File: src/core/ds3_rx_pkg.sv
package ds3_rx_pkg;
  // ************************************************************
  // line symbols and detector constants
  // ************************************************************
  typedef enum logic [1:0] {symZero, symPos, symNeg, symBad} symbol_e;
  localparam int ZERO_RUN_LIMIT     = 160;
  localparam int ONES_WINDOW_BITS   = 32;
  localparam int ONES_RELEASE_COUNT = 10;
  localparam int ALARM_MIN_CYCLES   = 32;
  localparam int LOCK_WINDOW_BITS   = 256;
  localparam int LOCK_TOL_PERMILLE  = 5;
  localparam int LOCK_TOL_COUNT     = (LOCK_WINDOW_BITS * LOCK_TOL_PERMILLE + 999) / 1000;
  localparam int PIPE_HALF_STAGES   = 7;
  localparam logic [7:0] STRETCH_RESET = 8'h00;
endpackage : ds3_rx_pkg

File: src/core/alarm_stretch.sv
`timescale 1ns/100ps
module alarm_stretch
  import ds3_rx_pkg::*;
(
  input  wire logic clock,
  input  wire logic rst,
  input  wire logic tick,
  input  wire logic cause,
  output logic      alarm
);
  logic [5:0] holdCount;
  logic       causeSeen;
  wire        rising = cause && !causeSeen;
  wire        next_alarm = cause || (holdCount != 6'h00);
  always_ff @(posedge clock)
  begin
    if (rst)
    begin
      holdCount <= 6'h00;
      causeSeen <= 1'b0;
      alarm     <= 1'b0;
    end
    else if (tick)
    begin
      causeSeen <= cause;
      // restart on each new assertion
      if (rising)
        holdCount <= 6'(ALARM_MIN_CYCLES - 1);
      else if (holdCount != 6'h00)
        holdCount <= holdCount - 6'h01;
      alarm <= next_alarm;
    end
  end
endmodule : alarm_stretch

File: src/core/two_entry_buffer.sv
`timescale 1ns/100ps
module two_entry_buffer
(
  input  wire logic       clock,
  input  wire logic       rst,
  input  wire logic       inValid,
  output logic            inReady,
  input  wire logic [1:0] inData,
  output logic            outValid,
  input  wire logic       outReady,
  output logic [1:0]      outData
);
  logic [1:0] slot [2];
  logic       wrIdx;
  logic       rdIdx;
  logic [1:0] fill;
  wire        doWrite = inValid && inReady;
  wire        doRead  = outValid && outReady;
  assign inReady  = (fill != 2'd2);
  assign outValid = (fill != 2'd0);
  assign outData  = slot[rdIdx];
  always_ff @(posedge clock)
  begin
    if (rst)
    begin
      slot[0] <= 2'h0;
      slot[1] <= 2'h0;
      wrIdx   <= 1'b0;
      rdIdx   <= 1'b0;
      fill    <= 2'd0;
    end
    else
    begin
      if (doWrite)
      begin
        slot[wrIdx] <= inData;
        wrIdx       <= ~wrIdx;
      end
      if (doRead)
        rdIdx <= ~rdIdx;
      fill <= fill + 2'(doWrite) - 2'(doRead);
    end
  end
endmodule : two_entry_buffer

File: src/core/ds3_rx_alarm_and_output.sv
`timescale 1ns/100ps
// Operation
// restart acquisition when clocks differ over 0.5%
// raise lock alarm on 0.5% frequency mismatch
// lock alarm waits 250 bits after data loss
// lock alarm high until locked, 32 cycles min
// signal loss is analog OR digital detector
// signal loss alarm holds 32 cycles minimum
// threshold select fixed at power-up by system
// zero run of 160 sets digital loss
// ten ones in 32 bits clears loss
// recovery continues regardless of signal loss
// signal loss is no error-rate monitor
// rails change rising, sampled falling edge
// positive, negative, zero map onto two rails
// test low floats clock, rails and alarms
// test input defaults inactive when unconnected
// error-free within 20ms power, 4ms data
// phase hit recovers in under 2ms
// rails delayed three and half recovered clocks; the rail buffer makes it four
// detector counters run on recovered clock
// stretch counter restarts on each new alarm
module ds3_rx_alarm_and_output
  import ds3_rx_pkg::*;
(
  input  wire logic       clock,
  input  wire logic       rst,
  input  wire logic       recoveredClockIn,
  input  wire logic       reference_clock_in,
  input  wire logic [1:0] line_input,
  input  wire logic       analogLoss,
  input  wire logic [1:0] loss_threshold_select,
  input  wire logic       equalizer_bypass,
  input  wire logic       output_float_test_n,
  output logic            forceReacquire,
  output logic            recoveredClockOut,
  output logic            recoveredClockOe,
  output logic            positive_rail_data,
  output logic            negative_rail_data,
  output logic            railOe,
  output logic            signal_loss_alarm,
  output logic            lock_loss_alarm,
  output logic            alarmOe,
  output logic [1:0]      thresholdLatched
);
  // ************************************************************
  // input synchronisers
  // ************************************************************
  // only the second flip-flop of each pair is read by logic
  logic [1:0] rclkSync;
  logic [1:0] refSync;
  logic [1:0] testSync;
  logic [1:0] lossSync;
  logic [1:0] lineMeta;
  logic [1:0] lineSync;
  logic [1:0] strapMeta;
  logic [1:0] strapSync;
  logic       rclkLast;
  logic       refLast;
  always_ff @(posedge clock)
  begin
    if (rst)
    begin
      rclkSync <= 2'h0;
      refSync  <= 2'h0;
      testSync <= 2'h3;
      lossSync <= 2'h0;
    end
    else
    begin
      rclkSync <= {rclkSync[0], recoveredClockIn};
      refSync  <= {refSync[0], reference_clock_in};
      testSync <= {testSync[0], output_float_test_n};
      lossSync <= {lossSync[0], analogLoss};
    end
  end
  always_ff @(posedge clock)
  begin
    if (rst)
    begin
      lineMeta <= 2'h0;
      lineSync <= 2'h0;
    end
    else
    begin
      lineMeta <= line_input;
      lineSync <= lineMeta;
    end
  end
  // the strap pair keeps running in reset, so it has settled at release
  always_ff @(posedge clock)
  begin
    strapMeta <= loss_threshold_select;
    strapSync <= strapMeta;
  end

  // ************************************************************
  // edge detectors on the synchronised clocks
  // ************************************************************
  always_ff @(posedge clock)
  begin
    if (rst)
    begin
      rclkLast <= 1'b0;
      refLast  <= 1'b0;
    end
    else
    begin
      rclkLast <= rclkSync[1];
      refLast  <= refSync[1];
    end
  end
  wire rclkRise = rclkSync[1] && !rclkLast;
  wire rclkFall = !rclkSync[1] && rclkLast;
  wire refRise  = refSync[1] && !refLast;

  // ************************************************************
  // threshold strap, caught once after reset
  // ************************************************************
  logic strapTaken;
  always_ff @(posedge clock)
  begin
    if (rst)
    begin
      strapTaken       <= 1'b0;
      thresholdLatched <= 2'h0;
    end
    else if (!strapTaken)
    begin
      // later changes are ignored
      strapTaken       <= 1'b1;
      thresholdLatched <= strapSync;
    end
  end

  // ************************************************************
  // symbol pipeline: data moves on both recovered rising and falling edges
  // ************************************************************
  // half-period stages: seven halves give three and a half clocks
  logic [1:0] halfPipe [PIPE_HALF_STAGES];
  genvar gi;
  generate
    for (gi = 0; gi < PIPE_HALF_STAGES; gi++)
    begin : g_pipe
      wire [1:0] stageIn;
      if (gi == 0)
      begin : g_head
        assign stageIn = lineSync;
      end
      else
      begin : g_body
        assign stageIn = halfPipe[gi - 1];
      end
      always_ff @(posedge clock)
      begin
        if (rst)
          halfPipe[gi] <= 2'h0;
        else if (rclkRise || rclkFall)
          halfPipe[gi] <= stageIn;
      end
    end
  endgenerate
  // an illegal both-high symbol is shown as zero
  wire [1:0] railCode = (halfPipe[PIPE_HALF_STAGES - 1] == 2'h3) ? 2'h0
                        : halfPipe[PIPE_HALF_STAGES - 1];

  // ************************************************************
  // rail buffer and output registers
  // ************************************************************
  // buffer stands between pipeline and rails; pop only on rising edge
  logic       bufValid;
  logic [1:0] bufData;
  logic       bufInReady;
  two_entry_buffer u_buf (
    .clock    (clock),
    .rst      (rst),
    .inValid  (rclkFall),
    .inReady  (bufInReady),
    .inData   (railCode),
    .outValid (bufValid),
    .outReady (rclkRise),
    .outData  (bufData)
  );
  always_ff @(posedge clock)
  begin
    if (rst)
    begin
      positive_rail_data <= 1'b0;
      negative_rail_data <= 1'b0;
      recoveredClockOut  <= 1'b0;
    end
    else
    begin
      recoveredClockOut <= rclkSync[1];
      if (rclkRise && bufValid)
      begin
        positive_rail_data <= bufData[0];
        negative_rail_data <= bufData[1];
      end
    end
  end

  // ************************************************************
  // output float test
  // ************************************************************
  // reset value high mimics the pull-up while unconnected
  wire floatOff = testSync[1];
  assign recoveredClockOe = floatOff;
  assign railOe           = floatOff;
  assign alarmOe          = floatOff;

  // ************************************************************
  // digital loss detector, counted in recovered bits
  // ************************************************************
  logic [7:0]  zeroRun;
  logic [31:0] bitWindow;
  logic        digitalLoss;
  wire         bitIsOne = (railCode != 2'h0);
  wire [5:0]   onesInWindow;
  // running sum down the window, one adder per bit
  wire [5:0]   onesPart [ONES_WINDOW_BITS + 1];
  genvar wi;
  assign onesPart[0] = 6'h00;
  generate
    for (wi = 0; wi < ONES_WINDOW_BITS; wi++)
    begin : g_ones
      assign onesPart[wi + 1] = onesPart[wi] + 6'(bitWindow[wi]);
    end
  endgenerate
  assign onesInWindow = onesPart[ONES_WINDOW_BITS];
  always_ff @(posedge clock)
  begin
    if (rst)
    begin
      zeroRun     <= 8'h00;
      bitWindow   <= 32'h0;
      digitalLoss <= 1'b0;
    end
    else if (rclkFall)
    begin
      bitWindow <= {bitWindow[30:0], bitIsOne};
      // saturates, so a very long run never wraps back under the limit
      if (bitIsOne)
        zeroRun <= 8'h00;
      else if (zeroRun != 8'hff)
        zeroRun <= zeroRun + 8'h01;
      if (!bitIsOne && zeroRun >= 8'(ZERO_RUN_LIMIT - 1))
        digitalLoss <= 1'b1;
      else if (onesInWindow >= 6'(ONES_RELEASE_COUNT))
        digitalLoss <= 1'b0;
    end
  end
  // recovery never looks at this alarm
  wire lossCause = lossSync[1] || digitalLoss;
  alarm_stretch u_los (
    .clock (clock),
    .rst   (rst),
    .tick  (rclkRise),
    .cause (lossCause),
    .alarm (signal_loss_alarm)
  );

  // ************************************************************
  // frequency comparator
  // ************************************************************
  // count reference edges over a window of recovered bits; a window
  // longer than 250 bits keeps a data dropout from alarming early
  // the tolerance rounds up to whole reference edges, so it is a little loose
  logic [8:0] bitCount;
  logic [9:0] refCount;
  logic       lockBad;
  wire        windowEnd = rclkRise && (bitCount == 9'(LOCK_WINDOW_BITS - 1));
  wire [9:0]  nextRef = refCount + 10'(refRise);
  wire        outOfTol = (nextRef > 10'(LOCK_WINDOW_BITS + LOCK_TOL_COUNT))
                      || (nextRef < 10'(LOCK_WINDOW_BITS - LOCK_TOL_COUNT));
  always_ff @(posedge clock)
  begin
    if (rst)
    begin
      bitCount <= 9'h000;
      refCount <= 10'h000;
      lockBad  <= 1'b0;
    end
    else if (windowEnd)
    begin
      bitCount <= 9'h000;
      refCount <= 10'h000;
      lockBad  <= outOfTol;
    end
    else
    begin
      bitCount <= bitCount + 9'(rclkRise);
      refCount <= nextRef;
    end
  end
  assign forceReacquire = lockBad;
  alarm_stretch u_lol (
    .clock (clock),
    .rst   (rst),
    .tick  (rclkRise),
    .cause (lockBad),
    .alarm (lock_loss_alarm)
  );
  // equalizer bypass only shifts analog thresholds outside this logic
  wire unusedBypass = equalizer_bypass;
endmodule : ds3_rx_alarm_and_output

File: config.mk
export PLATFORM = sky130hd
export DESIGN_NAME = ds3_rx_alarm_and_output
export DESIGN_NICKNAME = d
export VERILOG_FILES = /design/src/core/ds3_rx_pkg.sv /design/src/core/alarm_stretch.sv /design/src/core/two_entry_buffer.sv /design/src/core/ds3_rx_alarm_and_output.sv
export SDC_FILE = /design/constraint.sdc
export NUM_CORES = 1
export LEC_CHECK = 0
export CORE_MARGIN = 4
export CORE_UTILIZATION = 35
export DETAILED_ROUTE_END_ITERATION = 12
export DONT_BUFFER_PORTS = 1
export PLACE_DENSITY = 0.62
export SETUP_SLACK_MARGIN = 0.4
export SYNTH_ARGS = -nofsm -noshare
export SYNTH_HDL_FRONTEND = slang
export SYNTH_SLANG_ARGS = --single-unit
File: constraint.sdc
create_clock -name clock -period 4.9 [get_ports clock]
set_clock_uncertainty 0.05 [all_clocks]
set_input_delay 0.735 -clock clock [delete_from_list [all_inputs] [get_ports clock]]
set_output_delay 0.735 -clock clock [all_outputs]
set_load 0.05 [all_outputs]
* Yosys cells after proc, flatten, opt, wreduce, memory -nomap -nowiden
Memories as Yosys holds them, arrays and structs flattened. A register that Yosys moved wholly into a read port is not among the register bits.
Cells that the tools add are included.
** Word-level totals
- Memories kept :: 2
- Output and inout port bits :: 11
- Input port bits :: 11
- Register bits :: 102
- Memory bits (writable) :: 18
** Memories
- halfPipe :: depth 7, width 2, read ports 7, clocked after memory_dff 0, wr ports 7, line ds3_rx_alarm_and_output.sv:140 : logic [1:0] halfPipe [PIPE_HALF_STAGES];
- u_buf.slot :: depth 2, width 2, read ports 1, clocked after memory_dff 1, wr ports 2, line two_entry_buffer.sv:13 : logic [1:0] slot [2];
** Cells by class
- Eq/ne operators :: 4
- Reductions and logical operators :: 34
- Magnitude comparators :: 4
- $add $sub $neg :: 38
- Bitwise operators :: 9
- Muxes and demuxes :: 28
** Operator list (count)
- 6-bit by 1-bit adder with 6-bit output :: 26
- 6-bit two-way mux :: 4
- 2-bit two-way mux :: 9
- 8-bit two-way mux :: 2
- 1-bit two-way mux :: 13
- 2-bit nonzero test :: 6
- 6-bit nonzero test :: 2
- 6-bit by 1-bit subtractor with 6-bit output, second input constant :: 2
- 10-bit by 1-bit adder with 10-bit output :: 1
- 10-bit by 9-bit > comparator with 1-bit output, second input constant :: 1
- 10-bit by 8-bit less-than comparator with 1-bit output, second input constant :: 1
- 9-bit by 1-bit adder with 9-bit output :: 1
- 9-bit by 8-bit equality test with 1-bit output, second input constant :: 1
- 1-bit logical AND :: 9
- 8-bit by 1-bit adder with 8-bit output, second input constant :: 1
- 8-bit greater-or-equal comparator, second input constant :: 1
- 8-bit != test, second input constant :: 1
- 2-bit AND reduction :: 4
- 1-bit OR :: 7
- 5-bit by 1-bit adder with 6-bit output :: 1
- 6-bit by 4-bit greater-or-equal comparator with 1-bit output, second input constant :: 1
- 1-bit logical NOT :: 6
- 4-bit by 1-bit adder with 5-bit output :: 1
- 1-bit logical OR :: 5
- other kinds (9) :: 11

* Depth between registers and ports, before layout
Gate-level depths: netlist of run 1.
- Depth in word-level cells :: 34
- Mapped depth :: 17
- Depth with buffers taken out :: 17

* Hierarchy
From an unflattened synthesis of run 1, not the netlist that was laid out.
** Unflattened totals
- Cells, all modules :: 601
- Area, all modules :: 5985.7 µm²
** Modules (own cells, without submodules)
- ds3_rx_alarm_and_output :: cells each 466, area an instance 4677.0 µm², times used 1, sequential area each 2102.0 µm²
- alarm_stretch :: cells each 48, area an instance 444.2 µm², times used 2, sequential area each 160.2 µm²
- two_entry_buffer :: cells each 39, area an instance 420.4 µm², times used 1, sequential area each 220.2 µm²

* Worst setup path after synthesis of run 1
Ideal clock, no wire load.
- Path type :: register to register
- Start :: reg bitWindow[0]
- End :: reg digitalLoss
- Stages on the path, launching flop included :: 18
- Clock period less this slack :: 4.967 ns
- Required time :: 4.770 ns
- Arrival :: 4.837 ns
- Buffers on the path :: 0
- Setup slack :: -0.067 ns
- Cells stage by stage :: dfxtp_1 inv_1 fa_1 fa_1 fa_1 fa_1 fa_1 fa_1 inv_1 ha_1 inv_1 fa_1 nor2b_1 o21ai_1 nor4b_1 o21ai_0 a211o_1 o211ai_1
** On the way
- Cells in the longest elaborated chain, start to end :: 34
** RTL lines
- start: declaration :: line ds3_rx_alarm_and_output.sv:216 : logic [31:0] bitWindow;
- start signal: assignment :: line ds3_rx_alarm_and_output.sv:241 : bitWindow <= {bitWindow[30:0], bitIsOne};
- 1-bit by 1-bit adder with 2-bit output :: line ds3_rx_alarm_and_output.sv:227 : assign onesPart[wi + 1] = onesPart[wi] + 6'(bitWindow[wi]);
- 2-bit by 1-bit adder with 3-bit output :: line ds3_rx_alarm_and_output.sv:227
- 3-bit by 1-bit adder with 4-bit output :: line ds3_rx_alarm_and_output.sv:227
- 4-bit by 1-bit adder with 5-bit output :: line ds3_rx_alarm_and_output.sv:227
- 5-bit by 1-bit adder with 6-bit output :: line ds3_rx_alarm_and_output.sv:227
- 6-bit by 1-bit adder with 6-bit output (26 in a row) :: line ds3_rx_alarm_and_output.sv:227
- 6-bit by 4-bit greater-or-equal comparator with 1-bit output :: line ds3_rx_alarm_and_output.sv:249 : else if (onesInWindow >= 6'(ONES_RELEASE_COUNT))
- 2-bit nonzero test (no line)
- 2-bit AND reduction (no line)
- end signal: assignment :: line ds3_rx_alarm_and_output.sv:237 : digitalLoss <= 1'b0;
- end signal: assignment :: line ds3_rx_alarm_and_output.sv:248 : digitalLoss <= 1'b1;
- end signal: assignment :: line ds3_rx_alarm_and_output.sv:250 : digitalLoss <= 1'b0;
- end: declaration :: line ds3_rx_alarm_and_output.sv:217 : logic digitalLoss;
Every way passes these cells.
A chain may end at the register's enable or synchronous reset.

* Worst setup path in the final report of run 1
Same ends and word-level chain as after synthesis.

==> qor.yml, run 1 <==
outcome: "finished with violations"
violations: "setup timing"
leakagePower_uw: 0.00260
synth_top_cell_area_share: 0.370
synthFlopType: "dfxtp_1"
grt_max_degree: 77
cts_tree: "done"
fin_crit_sh: 1.01
peakVddDrop_v: 0.000475
area_delta_synth_final_pct: 17.0
fmax_mhz: 202
start_kind: "flop"
rsz0062_at_grt: "yes"
grt_use_total: 0.114
routed_wl_um: 9330
clk_pin_slew_worst_paths_ps: 60
synth_adder_area_share: 0.130
syn_area_um2: 5630
avgViaCountPerCell: 4.63
drive_gt1_frac: 0.101
ys_ff_latch: 122
final_cell_area_um2: 6590
power_uw: 2500
finalSetupViolCount: 1
synth_top_family_by_area: "simple AND/OR/NAND/NOR gates"
clk_latency_ps: 410
synth_cell_types: 52
synth_compound_area_frac: 0.0602
dp_cells: 770
syn_avg_cell_area_um2: 10.1
fin_ws_ps: -50.8
initial_utilization: 0.356
synth_edf_count: 18
clock-root-buffer: "clkbuf_16"
core_um2: 15800
grt_pass1_vias: 3798
post_synth_xor_area_fraction: 0.0467
drt-pass1-iter-count: 4
worstSetupEndpoint: "digitalLoss"
critPathMaxFanout: 2
place.gp.congestion: 0.780
worst-setup-path-type: "reg -> reg"
r2r-end: "digitalLoss"
slew_headroom: 0.395
die_area_um2: 18200
synth_area_leaders: "dfxtp_1 37%, edfxtp_1 9.6%, fa_1 8.5%"
p_per_area_nw_per_um2: 379
crit_path_end_kind: "flop"
die_h_um: 135
hold_class: "reg -> reg"
detailroute.via_count: 3708
io_buffers: 0
critPathRequiredTime_ps: 5180
rows: 46
yosys_warnings: 0
worst_pin_slew_ps: 908
drc: 0
synth_cells: 560
cts-htree-levels: 4
nets: 628
synth_area_leader_cell: "dfxtp_1"
clock_path_buffers: 2
seq_area_frac_synth: 0.466
critPathArrivalTime_ps: 5230
timing.critical_path.from: "bitWindow[0]"
grt_pass1_wl_um: 16800
final_antenna_net_count: 0
final_cell_mix: "101 x dfxtp_1, 79 x nor2_1, 64 x inv_1"
ff2ff_path_depth: 16
final_common_cell: "dfxtp_1"
drv_slew: 0
dr.first_iter.drc_count: 159
maxCapViolCount: 0
place_ws_ps: -173
hold_violations: 0
antenna_found_initial: 0
place_area_um2: 5930
dp_hpwl_um: 6630
grt_overflow: 0
cts_made_buffers: 17
syn-num-nets: 615
synthArstFlopShare: 0
cts_sinks: 122
ios: 22
die_x_um: 135
holdBufCountCts: 0
reg2reg_from: "bitWindow[0]"
diodes: 0
fin_crit_ps: 4950
wl_per_cell_um: 11.7
stdcell_count: 801
reg2reg_slack_ps: -50
synthSimpleGateAreaFrac: 0.167
muxShareOfSynthArea: 0.0696
Yosys cell counts, types with 2 or more instances:
library cell	count
a211oi_1	9
and3_1	7
nand2b_1	4
or2_2	2
a21o_1	2
nand3_1	9
buf_1	5
dfxtp_1	104
a31oi_1	2
inv_1	64
and2_1	16
buf_4	2
fa_1	24
o21a_1	2
nor2_1	79
xor2_1	16
a21oi_1	10
buf_2	6
nand4_1	8
edfxtp_1	18
nor4b_1	4
nand2_1	24
o211ai_1	2
nor3_1	8
or2_1	2
ha_1	20
nor2b_1	20
o21ai_0	8
o21ai_1	2
mux2i_1	38
xnor2_1	14
clkbuf_1	9
critical path: stages (launching register included):
cell      delay (ps)
dfxtp_1          330
inv_1             60
fa_1             560
fa_1             450
fa_1             510
fa_1             430
fa_1             530
fa_1             410
inv_1             70
ha_2             170
inv_1             50
fa_2             520
o21ai_1           90
nor4b_2          220
o21ai_1          100
a211o_1          250
o211ai_1          80
registers in the layout, summed over array words and instances, names as in the netlist, 4 cells and up:
| signal | count |
|---|---|
| u_lol.holdCount | 6 |
| u_buf.slot | 4 |
| bitWindow | 32 |
| u_los.holdCount | 6 |
| bitCount | 9 |
| zeroRun | 8 |
| refCount | 10 |
| halfPipe | 14 |
stage by stage:
stage          hold WS [ps]   util  TNS (ps)
6_report                274  0.416     -50.8
3_3_place_gp            262  0.375      -126
2_1_floorplan           260      -         0
3_5_place_dp            265  0.375      -173
4_1_cts                 277  0.416      -138
5_1_grt                 269  0.416      -323
logic make-up after synthesis:
| group | count (synthesis) |
|---|---|
| and+or+nand+nor | 190 |
| DFF | 122 |
| buffers and inverters | 87 |
| AOI/OAI and AO/OA | 48 |
| adders and majority gates | 44 |
| muxes | 39 |
| xor gates and xnor gates | 30 |
what timing repair did:
action | 4_1_cts | 5_1_grt
pin swaps | 1 | 0
resized for setup | 2 | 3
setup buffers | 0 | 0
setup endpoints to repair | 1 | 1
layout make-up:
cell class / count / area (µm²)
Clock buffer: 20 / 447
Multi-Input combinational cell: 351 / 2690
Fill cell: 1553 / 9240
Timing Repair Buffer: 16 / 120
Inverter: 65 / 244
Clock inverter: 11 / 195
Tap cell: 216 / 270
Sequential cell: 122 / 2630
worst min-delay path by stage:
stage	from	endpoint	depth (start not counted)
after floorplan	strapMeta[0]	strapSync[0]	0
after global placement	strapMeta[0]	strapSync[0]	0
after detailed placement	strapMeta[1]	strapSync[1]	0
after CTS	strapMeta[1]	strapSync[1]	0
after global routing	loss_threshold_select[1]	strapMeta[1]	0
final	strapMeta[1]	strapSync[1]	0
per-layer routing:
layer  global-route usage  vias to the layer above  part of all wire
li1                     -                     1860                 -
met1                0.133                     1768              0.45
met2                0.186                       60              0.49
met5                    0                        -                 0
met4               0.0600                        0             0.024
met3               0.0402                       20             0.040
report_power, final:
group / leakage, µW / switching (µW) / total, µW / internal [µW]
Clock: 0.000303 / 436 / 1350 / 913
Combinational: 0.00126 / 45.4 / 79.6 / 34.1
Sequential: 0.00103 / 23.0 / 1070 / 1040
Total: 0.00260 / 504 / 2500 / 1990
Power figures use the tool's default switching activity.
==> run 2, diff against run 1 <==
--- a/config.mk
+++ b/config.mk
@@ -11,2 +11,3 @@
 export DONT_BUFFER_PORTS = 1
+export GPL_ROUTABILITY_DRIVEN = 0
 export PLACE_DENSITY = 0.62
==> constraint.sdc (replaced) <==
create_clock -name clock -period 4.9 [get_ports clock]
set_clock_uncertainty 0.05 [all_clocks]
set_input_delay 0.98 -clock clock [delete_from_list [all_inputs] [get_ports clock]]
set_output_delay 0.98 -clock clock [all_outputs]
set_load 0.05 [all_outputs]
==> qor.yml, run 2 (same netlist as run 1, synthesis figures left out) <==
fin_crit_ps: 4980  # +28.9 ps
dp_hpwl_um: 6490  # -2.0%
outcome: "finished with violations"
rows: 46  # unchanged
grt_use_total: 0.115  # +0.000167
p_sw_uw: 481  # -4.6%
violations: "setup timing"
clock-root-buffer: "clkbuf_16"
cts_made_buffers: 17  # unchanged
grt_max_degree: 77  # unchanged
cts-htree-levels: 4  # unchanged
post-cts-setup-buffer-count: 0  # unchanged
rsz0062_at_grt: "yes"
core_um2: 15800  # unchanged
pwr-share-clk: 0.527  # -0.014
reg2reg_from: "bitWindow[11]"
start_kind: "flop"
leakagePower_uw: 0.00259  # -0.31%
final_antenna_net_count: 0  # unchanged
drive_gt1_frac: 0.0937  # -0.00716
dr.first_iter.drc_count: 153  # -3.8%
clock_path_buffers: 2  # unchanged
critPathArrivalTime_ps: 5260  # +30 ps
ios: 22  # unchanged
nets: 629  # +0.16%
largest_reg_flops: 32  # unchanged
detailroute.via_count: 3670  # -1.0%
grt_overflow: 0  # unchanged
worst_pin_slew_ps: 893  # -15.3 ps
maxCapViolCount: 0  # unchanged
fin_crit_sh: 1.02  # +0.00590
cts_tree: "done"
clk_latency_ps: 400  # about the same
p_sw_frac: 0.199  # -0.00350
hold_class: "reg -> reg"
timing.critical_path.from: "bitWindow[11]"
avgViaCountPerCell: 4.57  # -1.3%
critPathMaxFanout: 3  # +1
worstSetupEndpoint: "digitalLoss"
clk_pin_slew_worst_paths_ps: 50  # about the same
hold_slack_ps: 274  # -0.367 ps
p_per_area_nw_per_um2: 369  # -2.5%
wl_per_cell_um: 11.6  # -0.49%
worst-setup-path-type: "reg -> reg"
fin_util: 0.414  # -0.00182
path_cells: "inv_1, fa_1, fa_1, fa_1, fa_1, fa_1, fa_1, inv_1, ha_2, inv_1, fa_2, nor2b_4, o21ai_1, nor4b_2, o21ai_1, a211o_1, o211ai_1"
fin_ws_ps: -79.7  # -28.9 ps
grt_pass1_vias: 3844  # +1.2%
hold_violations: 0  # unchanged
peakVddDrop_v: 0.000257  # -46%
power.internal_uw: 1940  # -2.5%
cp_slowest_cell: "fa_1"
sequentialPowerShare: 0.440  # +0.013
r2r-end: "digitalLoss"
drv_slew: 0  # unchanged
max_stage_delay_ps: 560  # about the same
ff2ff_path_depth: 17  # +1
reg2reg_slack_ps: -80  # -30 ps
power.share.combinational: 0.033  # about the same
final_cell_mix: "102 x dfxtp_1, 79 x nor2_1, 64 x inv_1"
area_delta_synth_final_pct: 16.5
finalSetupViolCount: 1  # unchanged
io_buffers: 0  # unchanged
initial_utilization: 0.356  # unchanged
die_h_um: 135  # unchanged
diodes: 0  # unchanged
antenna_found_initial: 0  # unchanged
critPathRequiredTime_ps: 5180  # about the same
place_area_um2: 5940  # +0.13%
largestRegisters: "bitWindow: 32 flops, halfPipe: 14 flops, refCount: 10 flops"
die_area_um2: 18200  # unchanged
drc: 0  # unchanged
fmax_mhz: 201  # -0.58%
cts_sinks: 122  # unchanged
slew_headroom: 0.405  # +0.0102
top_register: "bitWindow"
die_x_um: 135  # unchanged
holdBufCountCts: 0  # unchanged
critPathMostFrequentCell: "fa_1"
final_common_cell: "dfxtp_1"
grt_pass1_wl_um: 16900  # +0.58%
routed_wl_um: 9310  # -0.25%
crit_path_end_kind: "flop"
final_cell_area_um2: 6560  # -0.44%
drt-pass1-iter-count: 4  # unchanged
==> run 2: metal layers <==
metal	routed length [µm]	GRT usage
met5	0	0
met4	132	0.0537
met3	346	0.0365
met2	4540	0.188
met1	4290	0.137
==> run 2: power groups by stage <==
stage          logic [µW]  clock network (µW)  registers [µW]
6_report             78.9                1280            1070
5_1_grt              88.6                1370            1070
4_1_cts              80.3                1310            1070
3_5_place_dp         80.0                   0            1090
3_3_place_gp         76.6                   0            1090
2_1_floorplan        73.8                   0            1080
==> run 2: critical path, delay by kind of cell, from the launching register on <==
family	cells	cell delay [ps]
simple gates	2	360
compound gates	4	550
buf+inv	3	190
fa+ha+maj	8	3430
flops	1	330
==> run 2: layout make-up <==
| cell class | count | area (µm²) |
|---|---|---|
| Fill cell | 1496 | 9270 |
| Multi-Input combinational cell | 351 | 2690 |
| Sequential cell | 122 | 2630 |
| Clock buffer | 25 | 465 |
| Tap cell | 216 | 270 |
| Inverter | 65 | 244 |
| Clock inverter | 7 | 141 |
| Timing Repair Buffer | 17 | 128 |
==> run 2: worst min path at each step <==
stage / cells past startpoint / startpoint / slack [ps] / end
4_1_cts: 0 / strapMeta[1] / 280 / strapSync[1]
3_3_place_gp: 0 / strapMeta[0] / 260 / strapSync[0]
3_5_place_dp: 0 / strapMeta[1] / 260 / strapSync[1]
2_1_floorplan: 0 / strapMeta[0] / 260 / strapSync[0]
5_1_grt: 0 / strapMeta[1] / 300 / strapSync[1]
6_report: 0 / strapMeta[1] / 270 / strapSync[1]
==> run 2: through the flow <==
stage                     total power (µW)  cells  setup TNS [ps]  worst slack, ps
after detailed placement              1170    771            -190             -190
after CTS                             2460    803            -124             -124
after floorplan                       1160    560               0             62.0
after global placement                1160    771            -127             -127
after global routing                  2520    803            -309             -309
final                                 2420    803           -79.7            -79.7
==> run 2: timing repair <==
action / in CTS / in global routing
resized for setup: 4 / 0
endpoints found under the setup margin: 1 / 1
pin swaps: 1 / 0
gates cloned: 0 / 0
